--- config.mk ---
export PLATFORM = sky130hd
export DESIGN_NAME = usm_master_spi
export DESIGN_NICKNAME = d
export VERILOG_FILES = /design/src/usm_rx_store.v /design/src/usm_master_spi.v
export VERILOG_INCLUDE_DIRS = /design/src
export SDC_FILE = /design/constraint.sdc
export NUM_CORES = 1
export LEC_CHECK = 0
export ABC_AREA = 1
export BUFFER_PORTS_ARGS = -buffer_cell sky130_fd_sc_hd__buf_2
export CORE_ASPECT_RATIO = 1.1
export CORE_UTILIZATION = 50
export DETAILED_ROUTE_END_ITERATION = 10
export PLACE_DENSITY = 0.69
export SLEW_MARGIN = 10
export SYNTH_ARGS = -nofsm -noshare
export SYNTH_HDL_FRONTEND = slang
export SYNTH_SLANG_ARGS = --single-unit
--- constraint.sdc ---
create_clock -name clk_sys -period 3.2 [get_ports clk_sys]
set_input_delay 0.32 -clock clk_sys [delete_from_list [all_inputs] [get_ports clk_sys]]
set_output_delay 0.32 -clock clk_sys [all_outputs]
set_load 0.03 [all_outputs]
--- src/usm_regs.vh ---
// Register offsets, field positions, reset values and size constants of the USART master serial block.
`ifndef USM_REGS_VH
`define USM_REGS_VH
`define USM_ADDR_STATUS_A 8'hC0
`define USM_ADDR_CTRL_B 8'hC1
`define USM_ADDR_CTRL_C 8'hC2
`define USM_ADDR_BAUD_LO 8'hC4
`define USM_ADDR_BAUD_HI 8'hC5
`define USM_ADDR_DATA 8'hC6
`define USM_RST_CTRL_C 8'h06
`define USM_RST_BAUD 12'h000
`define USM_RST_STATUS_A 8'h20
`define USM_BIT_RXC 7
`define USM_BIT_TXC 6
`define USM_BIT_DRE 5
`define USM_BIT_RXCIE 7
`define USM_BIT_TXCIE 6
`define USM_BIT_DREIE 5
`define USM_BIT_RXEN 4
`define USM_BIT_TXEN 3
`define USM_BIT_ORDER 2
`define USM_BIT_PHASE 1
`define USM_BIT_POL 0
`define USM_MODE_MSB 7
`define USM_MODE_LSB 6
`define USM_MODE_MASTER 2'b11
`define USM_FRAME_BITS 8
`define USM_RXFIFO_DEPTH 2
`endif

--- src/usm_rx_store.v ---
// Two-entry receive buffer with registered read data.
`timescale 1ns/100ps
module usm_rx_store #(
	parameter WIDTH = 8
) (
	// Clock and reset
	input wire clk_sys,
	input wire nrst,
	// Control
	input wire flush,
	// Fill side
	input wire wrValid,
	input wire [WIDTH-1:0] wrData,
	// Drain side
	input wire rdTake,
	output wire notEmpty,
	output reg [WIDTH-1:0] rdData
);
	reg [WIDTH-1:0] mem0;
	reg [WIDTH-1:0] mem1;
	reg [1:0] count_r;
	assign notEmpty = (count_r != 2'd0);
	// ==========================================================
	// Storage
	always @(posedge clk_sys) begin
		if (!nrst || flush) begin
			count_r <= 2'd0;
			mem0 <= {WIDTH{1'b0}};
			mem1 <= {WIDTH{1'b0}};
			rdData <= {WIDTH{1'b0}};
		end else begin
			// The read register always holds the oldest entry, so a read returns it at once.
			case ({rdTake && notEmpty, wrValid})
			2'b01: begin
				// A full buffer drops the newest byte and keeps the older ones.
				if (count_r == 2'd0) begin
					mem0 <= wrData;
					rdData <= wrData;
					count_r <= 2'd1;
				end else if (count_r == 2'd1) begin
					mem1 <= wrData;
					count_r <= 2'd2;
				end
			end
			2'b10: begin
				rdData <= mem1;
				mem0 <= mem1;
				count_r <= count_r - 2'd1;
			end
			2'b11: begin
				if (count_r == 2'd1) begin
					mem0 <= wrData;
					rdData <= wrData;
				end else begin
					mem0 <= mem1;
					mem1 <= wrData;
					rdData <= mem1;
				end
			end
			default: begin
				count_r <= count_r;
			end
			endcase
		end
	end
endmodule // usm_rx_store

--- src/usm_master_spi.v ---
// USART in master serial peripheral mode: registers, baud generator and transfer controller.
`timescale 1ns/100ps
`include "usm_regs.vh"
module usm_master_spi (
	// Clock and reset
	input wire clk_sys,
	input wire nrst,
	// Register port
	input wire [7:0] regAddr,
	input wire [7:0] regWdata,
	input wire regWrite,
	input wire regRead,
	output reg [7:0] regRdata,
	// Serial pins
	input wire serialInPin,
	output reg serialOutPin,
	output wire serialOutOe,
	output reg transferClockPin,
	input wire clockPinDirectionBit,
	output wire transferClockOe,
	// Interrupt requests
	output wire irqRxComplete,
	output wire irqTxComplete,
	output wire irqDataEmpty
);
	localparam ST_IDLE = 2'd0;
	localparam ST_LEAD = 2'd1;
	localparam ST_TRAIL = 2'd2;

	// ==========================================================
	// Registers
	reg [7:0] controlStatusC_r;
	reg [7:0] controlB_r;
	reg [11:0] baudDivisor_r;
	reg txComplete_r;
	reg [7:0] txBuf_r;
	reg txBufFull_r;
	reg [7:0] shiftOut_r;
	reg [7:0] shiftIn_r;
	reg [11:0] baudCnt_r;
	reg [2:0] bitCnt_r;
	reg [1:0] state_r;
	reg inSync1_r;
	reg inSync2_r;
	reg rxPush_r;
	reg [7:0] rxPushData_r;
	reg txEnEff_r;

	wire masterMode = (controlStatusC_r[`USM_MODE_MSB:`USM_MODE_LSB] == `USM_MODE_MASTER);
	wire clockPolarityBit = controlStatusC_r[`USM_BIT_POL];
	wire clockPhaseBit = controlStatusC_r[`USM_BIT_PHASE];
	// These settings are read live, so changing them mid-frame corrupts that frame.
	wire bitOrderSelect = controlStatusC_r[`USM_BIT_ORDER];
	wire transmitterEnableBit = controlB_r[`USM_BIT_TXEN];
	wire receiverEnableBit = controlB_r[`USM_BIT_RXEN];
	wire rxActive = receiverEnableBit && transmitterEnableBit;
	wire busy = (state_r != ST_IDLE);
	wire selStatus = (regAddr == `USM_ADDR_STATUS_A);
	wire selData = (regAddr == `USM_ADDR_DATA);
	wire dataWrite = regWrite && selData;
	wire dataRead = regRead && selData;
	wire txcClear = regWrite && selStatus && regWdata[`USM_BIT_TXC];
	wire txAccept = dataWrite && transmitterEnableBit && masterMode;
	wire baudTick = (baudCnt_r == 12'h000);
	// The last half bit of a frame ends here; the shifter then reloads or stops.
	wire frameEnd = (state_r == ST_TRAIL) && baudTick && (bitCnt_r == 3'd7);
	wire txLoad = txBufFull_r && ((state_r == ST_IDLE) || frameEnd);
	wire rxNotEmpty;
	wire [7:0] rxData;
	wire dataEmpty = !txBufFull_r;

	// Picks the bit to send next for the given order.
	function outBit;
		input [7:0] value;
		input lsbFirst;
		begin
			outBit = lsbFirst ? value[0] : value[7];
		end
	endfunction

	// Shifts one bit in or out toward the side given by the order.
	function [7:0] shiftStep;
		input [7:0] value;
		input lsbFirst;
		input newBit;
		begin
			shiftStep = lsbFirst ? {newBit, value[7:1]} : {value[6:0], newBit};
		end
	endfunction

	// ==========================================================
	// Input synchroniser
	always @(posedge clk_sys) begin
		if (!nrst) begin
			inSync1_r <= 1'b0;
			inSync2_r <= 1'b0;
		end else begin
			inSync1_r <= serialInPin;
			inSync2_r <= inSync1_r;
		end
	end

	// ==========================================================
	// Control registers
	always @(posedge clk_sys) begin
		if (!nrst) begin
			controlStatusC_r <= `USM_RST_CTRL_C;
			controlB_r <= 8'h00;
			baudDivisor_r <= `USM_RST_BAUD;
		end else if (regWrite) begin
			case (regAddr)
			`USM_ADDR_CTRL_B: controlB_r <= regWdata;
			`USM_ADDR_CTRL_C: controlStatusC_r <= regWdata;
			`USM_ADDR_BAUD_LO: baudDivisor_r[7:0] <= regWdata;
			`USM_ADDR_BAUD_HI: baudDivisor_r[11:8] <= regWdata[3:0];
			default: controlB_r <= controlB_r;
			endcase
		end
	end

	// Transmitter stays effective until pending data has been sent.
	always @(posedge clk_sys) begin
		if (!nrst) begin
			txEnEff_r <= 1'b0;
		end else if (transmitterEnableBit) begin
			txEnEff_r <= 1'b1;
		end else if (!busy && !txBufFull_r) begin
			txEnEff_r <= 1'b0;
		end
	end
	assign serialOutOe = txEnEff_r;
	assign transferClockOe = clockPinDirectionBit;

	// ==========================================================
	// Baud generator
	always @(posedge clk_sys) begin
		if (!nrst) begin
			baudCnt_r <= `USM_RST_BAUD;
		end else if (regWrite && regAddr == `USM_ADDR_BAUD_LO) begin
			baudCnt_r <= {baudDivisor_r[11:8], regWdata};
		end else if (baudTick || !busy) begin
			baudCnt_r <= baudDivisor_r;
		end else begin
			baudCnt_r <= baudCnt_r - 12'h001;
		end
	end

	// ==========================================================
	// Transmit buffer
	// A byte may be queued in the same cycle in which the shifter takes the old one.
	always @(posedge clk_sys) begin
		if (!nrst) begin
			txBuf_r <= 8'h00;
			txBufFull_r <= 1'b0;
		end else if (txAccept && (!txBufFull_r || txLoad)) begin
			txBuf_r <= regWdata;
			txBufFull_r <= 1'b1;
		end else if (txLoad) begin
			txBufFull_r <= 1'b0;
		end
	end

	// Software clears the complete flag by writing one; a new set wins.
	always @(posedge clk_sys) begin
		if (!nrst) begin
			txComplete_r <= 1'b0;
		end else if (frameEnd && !txBufFull_r) begin
			txComplete_r <= 1'b1;
		end else if (txcClear) begin
			txComplete_r <= 1'b0;
		end
	end

	// The finished byte enters the receive buffer one cycle after frameEnd, half a bit after its last sample when the phase bit is clear.
	always @(posedge clk_sys) begin
		if (!nrst) begin
			rxPush_r <= 1'b0;
			rxPushData_r <= 8'h00;
		end else begin
			rxPush_r <= frameEnd && rxActive;
			if (frameEnd && clockPhaseBit) begin
				rxPushData_r <= shiftStep(shiftIn_r, bitOrderSelect, inSync2_r);
			end else if (frameEnd) begin
				rxPushData_r <= shiftIn_r;
			end
		end
	end

	// ==========================================================
	// Transfer controller
	always @(posedge clk_sys) begin
		if (!nrst) begin
			state_r <= ST_IDLE;
			shiftOut_r <= 8'h00;
			shiftIn_r <= 8'h00;
			bitCnt_r <= 3'd0;
			serialOutPin <= 1'b1;
			transferClockPin <= 1'b0;
		end else begin
			case (state_r)
			ST_IDLE: begin
				transferClockPin <= clockPolarityBit;
				if (txLoad) begin
					shiftOut_r <= txBuf_r;
					bitCnt_r <= 3'd0;
					state_r <= ST_LEAD;
					if (!clockPhaseBit) begin
						serialOutPin <= outBit(txBuf_r, bitOrderSelect);
					end
				end else begin
					serialOutPin <= 1'b1;
				end
			end
			ST_LEAD: begin
				if (baudTick) begin
					transferClockPin <= !clockPolarityBit;
					state_r <= ST_TRAIL;
					if (clockPhaseBit) begin
						serialOutPin <= outBit(shiftOut_r, bitOrderSelect);
					end else begin
						shiftIn_r <= shiftStep(shiftIn_r, bitOrderSelect, inSync2_r);
					end
				end
			end
			ST_TRAIL: begin
				if (baudTick) begin
					transferClockPin <= clockPolarityBit;
					if (clockPhaseBit) begin
						shiftIn_r <= shiftStep(shiftIn_r, bitOrderSelect, inSync2_r);
					end
					if (txLoad) begin
						// Back-to-back frame follows without a gap.
						shiftOut_r <= txBuf_r;
						bitCnt_r <= 3'd0;
						state_r <= ST_LEAD;
						if (!clockPhaseBit) begin
							serialOutPin <= outBit(txBuf_r, bitOrderSelect);
						end
					end else if (frameEnd) begin
						state_r <= ST_IDLE;
					end else begin
						shiftOut_r <= shiftStep(shiftOut_r, bitOrderSelect, 1'b1);
						bitCnt_r <= bitCnt_r + 3'd1;
						state_r <= ST_LEAD;
						if (!clockPhaseBit) begin
							serialOutPin <= outBit(shiftStep(shiftOut_r, bitOrderSelect, 1'b1),
								bitOrderSelect);
						end
					end
				end
			end
			default: state_r <= ST_IDLE;
			endcase
		end
	end

	// ==========================================================
	// Receive buffer
	usm_rx_store #(
		.WIDTH(`USM_FRAME_BITS)
	) rxStore (
		.clk_sys(clk_sys),
		.nrst(nrst),
		.flush(!rxActive),
		.wrValid(rxPush_r),
		.wrData(rxPushData_r),
		.rdTake(dataRead),
		.notEmpty(rxNotEmpty),
		.rdData(rxData)
	);

	// ==========================================================
	// Flags to the shared interrupt logic
	assign irqRxComplete = controlB_r[`USM_BIT_RXCIE] && rxNotEmpty;
	assign irqTxComplete = controlB_r[`USM_BIT_TXCIE] && txComplete_r;
	assign irqDataEmpty = controlB_r[`USM_BIT_DREIE] && dataEmpty;

	// ==========================================================
	// Read path
	// Parity, frame error and overrun bits stay zero in this mode.
	always @(posedge clk_sys) begin
		if (!nrst) begin
			regRdata <= 8'h00;
		end else if (regRead) begin
			case (regAddr)
			`USM_ADDR_STATUS_A: regRdata <= {rxNotEmpty, txComplete_r, dataEmpty, 5'b0_0000};
			`USM_ADDR_CTRL_B: regRdata <= controlB_r;
			`USM_ADDR_CTRL_C: regRdata <= controlStatusC_r;
			`USM_ADDR_BAUD_LO: regRdata <= baudDivisor_r[7:0];
			`USM_ADDR_BAUD_HI: regRdata <= {4'h0, baudDivisor_r[11:8]};
			`USM_ADDR_DATA: regRdata <= rxData;
			default: regRdata <= 8'h00;
			endcase
		end else begin
			regRdata <= 8'h00;
		end
	end

endmodule // usm_master_spi

==> PnR_summary.wiki, run 1 <==
{| class="wikitable"
! Metric !! Value
|-
| Run status || complete, no violations
|-
| RSZ-0062 raised after global routing || no
|-
| Cells along the critical path || inv_1 -> ha_1 -> inv_1 -> nand3_2 -> inv_1 -> ha_1 -> inv_2 -> o21ai_2 -> nand2_1 -> a211oi_1 -> nor3_1
|-
| Library cell appearing most often on the critical path || sky130_fd_sc_hd__inv_1
|-
| Share of layout cells above drive strength 1 || 11.1%
|-
| Area taken by multi-input logic gates || 2870 µm²
|-
| Hold-fix buffer count after cts || 0
|-
| Maximum buffer depth of the clock tree || 2
|-
| Number of inserted filler cells in the final layout || 1006
|-
| Count of antenna-violating nets left after detailed routing || 0
|-
| Warnings from Yosys || 0
|-
| Final worst path period share || 74.3%
|-
| Count of pins on the block boundary || 37
|-
| GR Layer Usage met2 || 41.0%
|-
| Pwr Density || 714 nW/µm²
|-
| Number of core rows || 40
|-
| Relative slew slack || 48.6%
|-
| Die area || 11700 µm²
|-
| Actual transition at the worst max-transition pin || 769 ps
|-
| Setup Skew || 7.85 ps
|-
| Total track usage || 25.9%
|-
| Synth area leader || sky130_fd_sc_hd__dfxtp_1
|-
| CTS clock-pin slew for the worst setup and hold paths || 70 ps
|-
| Library cells used by synthesis || 48
|-
| DPL Wire Length || 10300 µm
|-
| DRC errors left || 0
|-
| Shortest clock period the worst path allows after layout || 2380 ps
|-
| Slowest cell on the critical path || sky130_fd_sc_hd__dfxtp_1
|-
| Register Area || 2220 µm²
|-
| Share of the core filled with cells || 56.8%
|-
| Average instance area after synthesis || 7.05 µm²
|-
| Synth Instances || 799
|-
| Gates resized, CTS repair || 0
|-
| Proportion of synthesized chip area in sequential cells || 39.5%
|-
| Max-capacitance violation count || 0
|-
| Vias in the first global route || 4861
|-
| Area growth from synthesis to final layout || 10.5%
|-
| Pin count of the biggest net entering global routing || 52
|-
| Count of buffers inserted at the top-level ports || 34
|-
| Leakage dissipation || 0.00255 µW
|-
| Critical path fanouts, max || 12
|-
| Met1 track demand over resource in global routing || 34.9%
|-
| Met3 usage in global routing || 3.89%
|-
| Number of nets in the finished design || 855
|-
| Net Count, Synth || 833
|-
| Cell types with the largest area share after synthesis || sky130_fd_sc_hd__dfxtp_1 39%, sky130_fd_sc_hd__nand2_1 11%, sky130_fd_sc_hd__a21oi_1 7.6%
|-
| Detailed-route wire length || 14300 µm
|-
| Remaining Overflow, GRT || 0
|-
| Worst vdd ir || 0.516 mV
|-
| Initial antenna violation count || 0
|-
| Die width || 103 µm
|-
| Nature of the critical path startpoint || register
|-
| GP Congestion || 0.951
|-
| Highest attainable clock frequency || 420 MHz
|-
| Number of sinks on the clock net || 111
|-
| Async set-or-reset flop fraction in the synthesized netlist || 0%
|-
| Cell area after synthesis || 5630 µm²
|-
| CP arrival || 2580 ps
|-
| Post-DR wirelength/cell || 14.7 µm
|-
| Clock buffers created by TritonCTS || 9
|-
| Final TNS setup || 0 ps
|-
| Via count || 5298
|-
| Proportion of netlist area held by the largest area contributor || 39.5%
|-
| Core region area || 11000 µm²
|-
| Pre-Repair DR Iteration Count || 5
|-
| Vias per cell || 5.45
|-
| Detailed Route Iter0 Violations || 448
|-
| Required time of the critical path || 3410 ps
|-
| Height of the die || 113 µm
|-
| TritonCTS clock tree || yes
|-
| Number of synthesized flops with an enable pin || 0
|-
| Predominant post-synthesis flop cell || sky130_fd_sc_hd__dfxtp_1
|-
| Max stage delay on crit path || 360 ps
|-
| Inserted Diodes || 0
|-
| Final Hold Violating Endpoints || 0
|-
| Hold/Removal Path Class || primary input to register
|-
| Number of max-slew violations in the final report || 0
|-
| Worst Path Class, Setup || register to register
|-
| CTS H-Tree Depth || 3
|-
| Worst hold slack || 150 ps
|-
| Setup fix buffers added after clock tree synthesis || 0
|-
| Crit. End Element || register
|-
| Root buffer cell || sky130_fd_sc_hd__clkbuf_16
|-
| Initial core utilization || 51.4%
|-
| Clock latency on the worst-skew pair || 350 ps
|-
| Number of setup violations in the final report || 0
|-
| Top Usage Layer GRT || met2
|-
| Number of register bits inferred by synthesis || 111
|-
| First-pass GRT wire length || 23400 µm
|}
## synthesized netlist by cell type, types with 8 or more instances
library cell / instances
sky130_fd_sc_hd__nand2_1: 160
sky130_fd_sc_hd__dfxtp_1: 111
sky130_fd_sc_hd__inv_1: 95
sky130_fd_sc_hd__a21oi_1: 86
sky130_fd_sc_hd__nor2_1: 81
sky130_fd_sc_hd__o21ai_0: 69
sky130_fd_sc_hd__nand3_1: 38
sky130_fd_sc_hd__a211oi_1: 24
sky130_fd_sc_hd__clkbuf_1: 18
sky130_fd_sc_hd__ha_1: 12
sky130_fd_sc_hd__nor3_1: 10
sky130_fd_sc_hd__inv_2: 8
sky130_fd_sc_hd__o221ai_1: 8
## cells in the final DEF (no fill, tap or decap), types with 2 or more instances in the layout
| cell | n |
|---|---|
| sky130_fd_sc_hd__a211oi_1 | 24 |
| sky130_fd_sc_hd__a21oi_1 | 86 |
| sky130_fd_sc_hd__a22oi_1 | 2 |
| sky130_fd_sc_hd__buf_2 | 34 |
| sky130_fd_sc_hd__buf_4 | 6 |
| sky130_fd_sc_hd__bufinv_16 | 2 |
| sky130_fd_sc_hd__clkbuf_16 | 9 |
| sky130_fd_sc_hd__clkinv_1 | 3 |
| sky130_fd_sc_hd__dfxtp_1 | 111 |
| sky130_fd_sc_hd__ha_1 | 12 |
| sky130_fd_sc_hd__inv_1 | 95 |
| sky130_fd_sc_hd__inv_2 | 8 |
| sky130_fd_sc_hd__inv_6 | 2 |
| sky130_fd_sc_hd__nand2_1 | 160 |
| sky130_fd_sc_hd__nand2_2 | 7 |
| sky130_fd_sc_hd__nand3_1 | 38 |
| sky130_fd_sc_hd__nand3_2 | 2 |
| sky130_fd_sc_hd__nand3_4 | 3 |
| sky130_fd_sc_hd__nand4_1 | 4 |
| sky130_fd_sc_hd__nor2_1 | 81 |
| sky130_fd_sc_hd__nor2_2 | 3 |
| sky130_fd_sc_hd__nor2_4 | 2 |
| sky130_fd_sc_hd__nor3_1 | 10 |
| sky130_fd_sc_hd__nor3_2 | 2 |
| sky130_fd_sc_hd__o21ai_0 | 69 |
| sky130_fd_sc_hd__o21ai_1 | 6 |
| sky130_fd_sc_hd__o21ai_2 | 3 |
| sky130_fd_sc_hd__o221ai_1 | 8 |
| sky130_fd_sc_hd__o22ai_1 | 5 |
| sky130_fd_sc_hd__o31ai_1 | 2 |
| sky130_fd_sc_hd__xnor2_1 | 3 |
| sky130_fd_sc_hd__xor2_1 | 5 |
## where the power goes
| group | switching, µW | internal, µW | total [µW] |
|---|---|---|---|
| Combinational | 1040 | 537 | 1580 |
| Sequential | 104 | 1520 | 1620 |
| Clock | 525 | 716 | 1240 |
| Total | 1670 | 2770 | 4440 |
## logic make-up (layout without fill, tap and decap cells)
family                   after synthesis  count (layout)  share of synthesized area [%]
AO/OA/AOI/OAI                        211             211                           21.2
XOR/XNOR                               8               8                           1.24
adder cells (fa/ha/maj)               12              12                           2.67
buffers and inverters                136             163                           9.58
flip-flops                           111             111                           39.5
multiplexers                           1               1                          0.178
AND/OR/NAND/NOR                      320             320                           25.7
## layer usage
layer	vias to the layer above	share of wire, %
li1	2683	-
met1	2425	45
met2	165	47
met3	25	6.1
met4	0	1.9
met5	-	0
## registers in the layout (all words and copies together) (netlist names)
name              flops
baudCnt_r            12
baudDivisor_r        12
bitCnt_r              3
controlB_r            8
controlStatusC_r      8
inSync1_r             1
inSync2_r             1
regRdata              8
rxPushData_r          8
rxPush_r              1
rxStore.count_r       2
rxStore.mem1          8
rxStore.rdData        8
serialOutOe           1
serialOutPin          1
shiftIn_r             8
shiftOut_r            8
state_r               2
transferClockPin      1
txBufFull_r           1
txBuf_r               8
txComplete_r          1
## worst paths after layout
kind,start,cells past startpoint,end,slack [ps]
max,rxStore.count_r[0]$_SDFFE_PP0P_,11,rxStore.mem1[1]$_SDFFE_PP0P_,820
min,serialInPin,3,inSync1_r$_SDFF_PN0_,150
max reg2reg,rxStore.count_r[0]$_SDFFE_PP0P_,11,rxStore.mem1[1]$_SDFFE_PP0P_,820
min reg2reg,inSync1_r$_SDFF_PN0_,2,inSync2_r$_SDFF_PN0_,410
## metrics by stage
step / instances / power [µW] / setup WS [ps] / area [µm²]
5_1_grt: 973 / 4700 / 529 / 6220
6_report: 973 / 4440 / 822 / 6220
4_1_cts: 973 / 4450 / 836 / 6220
3_5_place_dp: 957 / 3210 / 557 / 5890
3_3_place_gp: 957 / 3190 / 685 / 5890
2_1_floorplan: 799 / 2920 / 928 / 5630
## worst max-delay path: cells and delay by family, from the launching register on
kind                     cells  cell delay, ps
adder cells (fa/ha/maj)      2             470
flip-flops                   1             360
AND/OR/NAND/NOR              3             480
buffers and inverters        4             390
AO/OA/AOI/OAI                2             550
## layout make-up
class	instances	area share, %
Multi-Input combinational cell	552	46.1
Sequential cell	111	35.7
Inverter	107	6.49
Clock buffer	11	3.90
Timing Repair Buffer	40	3.46
Tap cell	147	2.96
Clock inverter	5	1.39
Power figures use the tool's default switching activity.
==> inputs of run 2 (changes only) <==
--- a/config.mk
+++ b/config.mk
@@ -6,7 +6,7 @@
 export SDC_FILE = /design/constraint.sdc
 export NUM_CORES = 1
 export LEC_CHECK = 0
-export ABC_AREA = 1
+export ABC_AREA = 0
 export BUFFER_PORTS_ARGS = -buffer_cell sky130_fd_sc_hd__buf_2
 export CORE_ASPECT_RATIO = 1.1
 export CORE_UTILIZATION = 50
==> constraint.sdc (replaced) <==
create_clock -name clk_sys -period 2.4 [get_ports clk_sys]
set_input_delay 0.24 -clock clk_sys [delete_from_list [all_inputs] [get_ports clk_sys]]
set_output_delay 0.24 -clock clk_sys [all_outputs]
set_load 0.03 [all_outputs]
==> run 2 against run 1 <==
  * Critical path depth shrank 3
  * Clock-buffer cell count is the same
  * Routed wire length shrank 6.3%
  * Core utilization grew 2.8 points
  * Die area shrank 2.6%
  * Via count shrank 11%
  * Setup slack lost 570 ps
  * Synthesized area shrank 2.6%
  * Final area grew 0.99%
  * Sequential power grew 15%
  * Global-route usage shrank 1.2 points
==> PnR_summary.wiki, run 2 <==
{| class="wikitable"
! Metric !! Value
|-
| Run status || complete, no violations
|-
| Average instance area after synthesis || 8.67 µm²
|-
| Detailed-route wire length || 13400 µm
|-
| Number of nets in the finished design || 703
|-
| Switching share of power || 23.4%
|-
| Pre-Repair DR Iteration Count || 5
|-
| RSZ-0062 raised after global routing || no
|-
| Setup Skew || 8.61 ps
|-
| DRC errors left || 0
|-
| R2r worst-path depth || 8
|-
| Sequential power share || 50.9%
|-
| Reg2reg start || baudCnt_r[0]$_SDFF_PN0_
|-
| Post-DP Area || 5980 µm²
|-
| R2R setup slack || 250 ps
|-
| Count of buffers inserted at the top-level ports || 34
|-
| Cell area after synthesis || 5480 µm²
|-
| Combinational group share of total power || 7.0%
|-
| Worst vdd ir || 0.318 mV
|-
| Count of pins on the block boundary || 37
|-
| Core region area || 10500 µm²
|-
| Number of max-slew violations in the final report || 0
|-
| Total track usage || 24.6%
|-
| Library cells used by synthesis || 56
|-
| CTS H-Tree Depth || 3
|-
| Number of register bits inferred by synthesis || 111
|-
| Area growth from synthesis to final layout || 14.7%
|-
| Actual transition at the worst max-transition pin || 664 ps
|-
| Synth Instances || 632
|-
| Maximum buffer depth of the clock tree || 2
|-
| Critical path fanouts, max || 6
|-
| GP Congestion || 0.843
|-
| DPL Wire Length || 9540 µm
|-
| First-pass GRT wire length || 21800 µm
|-
| Portion of total power attributed to the clock network || 42.1%
|-
| Clock latency on the worst-skew pair || 350 ps
|-
| Via count || 4690
|-
| Vias in the first global route || 4454
|-
| Initial core utilization || 52.0%
|-
| Max-capacitance violation count || 0
|-
| Cell with the most instances after synthesis || sky130_fd_sc_hd__nand2_1
|-
| Top post-synthesis cells by count || 122 x sky130_fd_sc_hd__nand2_1, 111 x sky130_fd_sc_hd__dfxtp_1, 42 x sky130_fd_sc_hd__a21boi_0
|-
| Inserted Diodes || 0
|-
| Leakage dissipation || 0.00255 µW
|-
| Number of synthesized flops with an enable pin || 0
|-
| Hold/Removal Path Class || primary input to register
|-
| Vias per cell || 5.75
|-
| Count of antenna-violating nets left after detailed routing || 0
|-
| Net switching power || 856 µW
|-
| # placed instances || 801
|-
| Final worst path period share || 89.7%
|-
| Share of layout cells above drive strength 1 || 15.9%
|-
| CTS clock-pin slew for the worst setup and hold paths || 70 ps
|-
| Worst setup path end || serialOutPin$_SDFFE_PN1P_
|-
| Hold-fix buffer count after cts || 0
|-
| Synth area leader || sky130_fd_sc_hd__dfxtp_1
|-
| Net Count, Synth || 666
|-
| Async set-or-reset flop fraction in the synthesized netlist || 0%
|-
| Remaining Overflow, GRT || 0
|-
| Post-route insts no fill || 816
|-
| Number of setup violations in the final report || 0
|-
| Nature of the critical path startpoint || register
|-
| Clock buffers created by TritonCTS || 9
|-
| Detailed Route Iter0 Violations || 236
|-
| CP arrival || 2420 ps
|-
| Number of cells traversed by the worst hold path || 2
|-
| Crit. End Element || register
|-
| Leading cell type in the layout, fill and taps excluded || sky130_fd_sc_hd__nand2_1
|-
| TritonCTS clock tree || yes
|-
| Proportion of synthesized chip area in sequential cells || 40.5%
|-
| Shortest clock period the worst path allows after layout || 2150 ps
|-
| Launching instance or port of the critical path || baudCnt_r[0]$_SDFF_PN0_
|-
| Highest attainable clock frequency || 464 MHz
|-
| Pwr Density || 583 nW/µm²
|-
| Relative slew slack || 55.5%
|-
| Proportion of netlist area held by the largest area contributor || 40.5%
|-
| Predominant post-synthesis flop cell || sky130_fd_sc_hd__dfxtp_1
|-
| Number of sinks on the clock net || 111
|-
| Final Hold Violating Endpoints || 0
|-
| Regs by FF count || baudCnt_r (12), baudDivisor_r (12)
|-
| Initial antenna violation count || 0
|-
| Critical R2R Capture || serialOutPin$_SDFFE_PN1P_
|-
| Die width || 102 µm
|-
| Required time of the critical path || 2670 ps
|-
| Cell types with the largest area share after synthesis || sky130_fd_sc_hd__dfxtp_1 41%, sky130_fd_sc_hd__nand2_1 8.4%, sky130_fd_sc_hd__mux2i_1 7.3%
|-
| Pin count of the biggest net entering global routing || 94
|-
| Worst Path Class, Setup || register to register
|-
| Die area || 11400 µm²
|-
| Internal power consumption || 2810 µW
|-
| Number of core rows || 39
|-
| Startpoint of the most critical hold path || serialInPin
|-
| Post-DR wirelength/cell || 16.4 µm
|-
| Root buffer cell || sky130_fd_sc_hd__clkbuf_16
|-
| Warnings from Yosys || 0
|-
| Leading cell types in the layout, fill and taps excluded || 122 x sky130_fd_sc_hd__nand2_1, 111 x sky130_fd_sc_hd__dfxtp_1, 42 x sky130_fd_sc_hd__a21boi_0
|-
| Final Cell Area || 6280 µm²
|-
| Height of the die || 112 µm
|-
| Number of inserted filler cells in the final layout || 940
|}
==> run 2: final cells by class <==
class                   count  area (µm²)  area share (%)
multi-input cells         471        3110            49.5
flip-flops and latches    111        2220            35.4
repair buffers             62         418            6.65
clock buffers              11         253            4.02
well taps                 143         179            2.85
clock inverters             4        52.6           0.836
inverters                  14        52.6           0.836
==> run 2: cell families (layout without fill, tap and decap cells) <==
group	Yosys count	in the layout	synth area share [%]
buf+inv	50	91	3.56
fa+ha+maj	12	12	2.74
mux	45	45	8.33
compound gates	165	165	21.9
flops	111	111	40.5
xor+xnor	8	8	1.28
simple gates	241	241	21.7
==> run 2: through the flow <==
| step | TNS [ps] | utilization, % | hold WS, ps | setup slack (ps) | power (µW) |
|---|---|---|---|---|---|
| finish | 0 | 59.6 | 91.9 | 247 | 3670 |
| detailed placement | -2030 | 56.7 | 421 | -224 | 2160 |
| floorplan | -3190 | - | 367 | -200 | 2070 |
| global placement | -1230 | 56.7 | 417 | -141 | 2160 |
| CTS | 0 | 59.6 | 79.3 | 130 | 3700 |
| global route | 0 | 59.6 | 93.9 | 106 | 3810 |
==> run 2: critical path, cell delays in order (launching register included) <==
cell and delay, ps:
sky130_fd_sc_hd__dfxtp_1 330, sky130_fd_sc_hd__inv_1 60, sky130_fd_sc_hd__ha_1 170, sky130_fd_sc_hd__nor3b_2 280
sky130_fd_sc_hd__buf_4 210, sky130_fd_sc_hd__a31oi_1 220, sky130_fd_sc_hd__a211o_1 340, sky130_fd_sc_hd__a311o_1 310
sky130_fd_sc_hd__o211ai_1 150
==> run 2: worst min path at each step <==
| stage | endpoint |
|---|---|
| floorplan | inSync1_r$_SDFF_PN0_ |
| global placement | inSync2_r$_SDFF_PN0_ |
| detailed placement | inSync2_r$_SDFF_PN0_ |
| CTS | inSync1_r$_SDFF_PN0_ |
| global route | inSync1_r$_SDFF_PN0_ |
| finish | inSync1_r$_SDFF_PN0_ |
==> run 2: per-layer routing <==
metal | track usage (%) | wire [µm] | up-vias
met5 | 0 | 0 | -
met4 | 11.2 | 435 | 0
met3 | 3.95 | 490 | 30
met2 | 40.0 | 6200 | 125
met1 | 31.8 | 6240 | 2208
li1 | - | - | 2327
==> run 2: power groups by stage <==
stage	Combinational, µW	Clock [µW]	Sequential (µW)
after global placement	247	0	1910
after global routing	279	1660	1870
after CTS	254	1580	1870
after floorplan	158	0	1920
final	256	1550	1870
after detailed placement	253	0	1910
==> run 2: timing repair <==
action	in CTS	in global routing
setup endpoints to repair	0	5
setup buffers	0	0
gates resized for setup	0	1
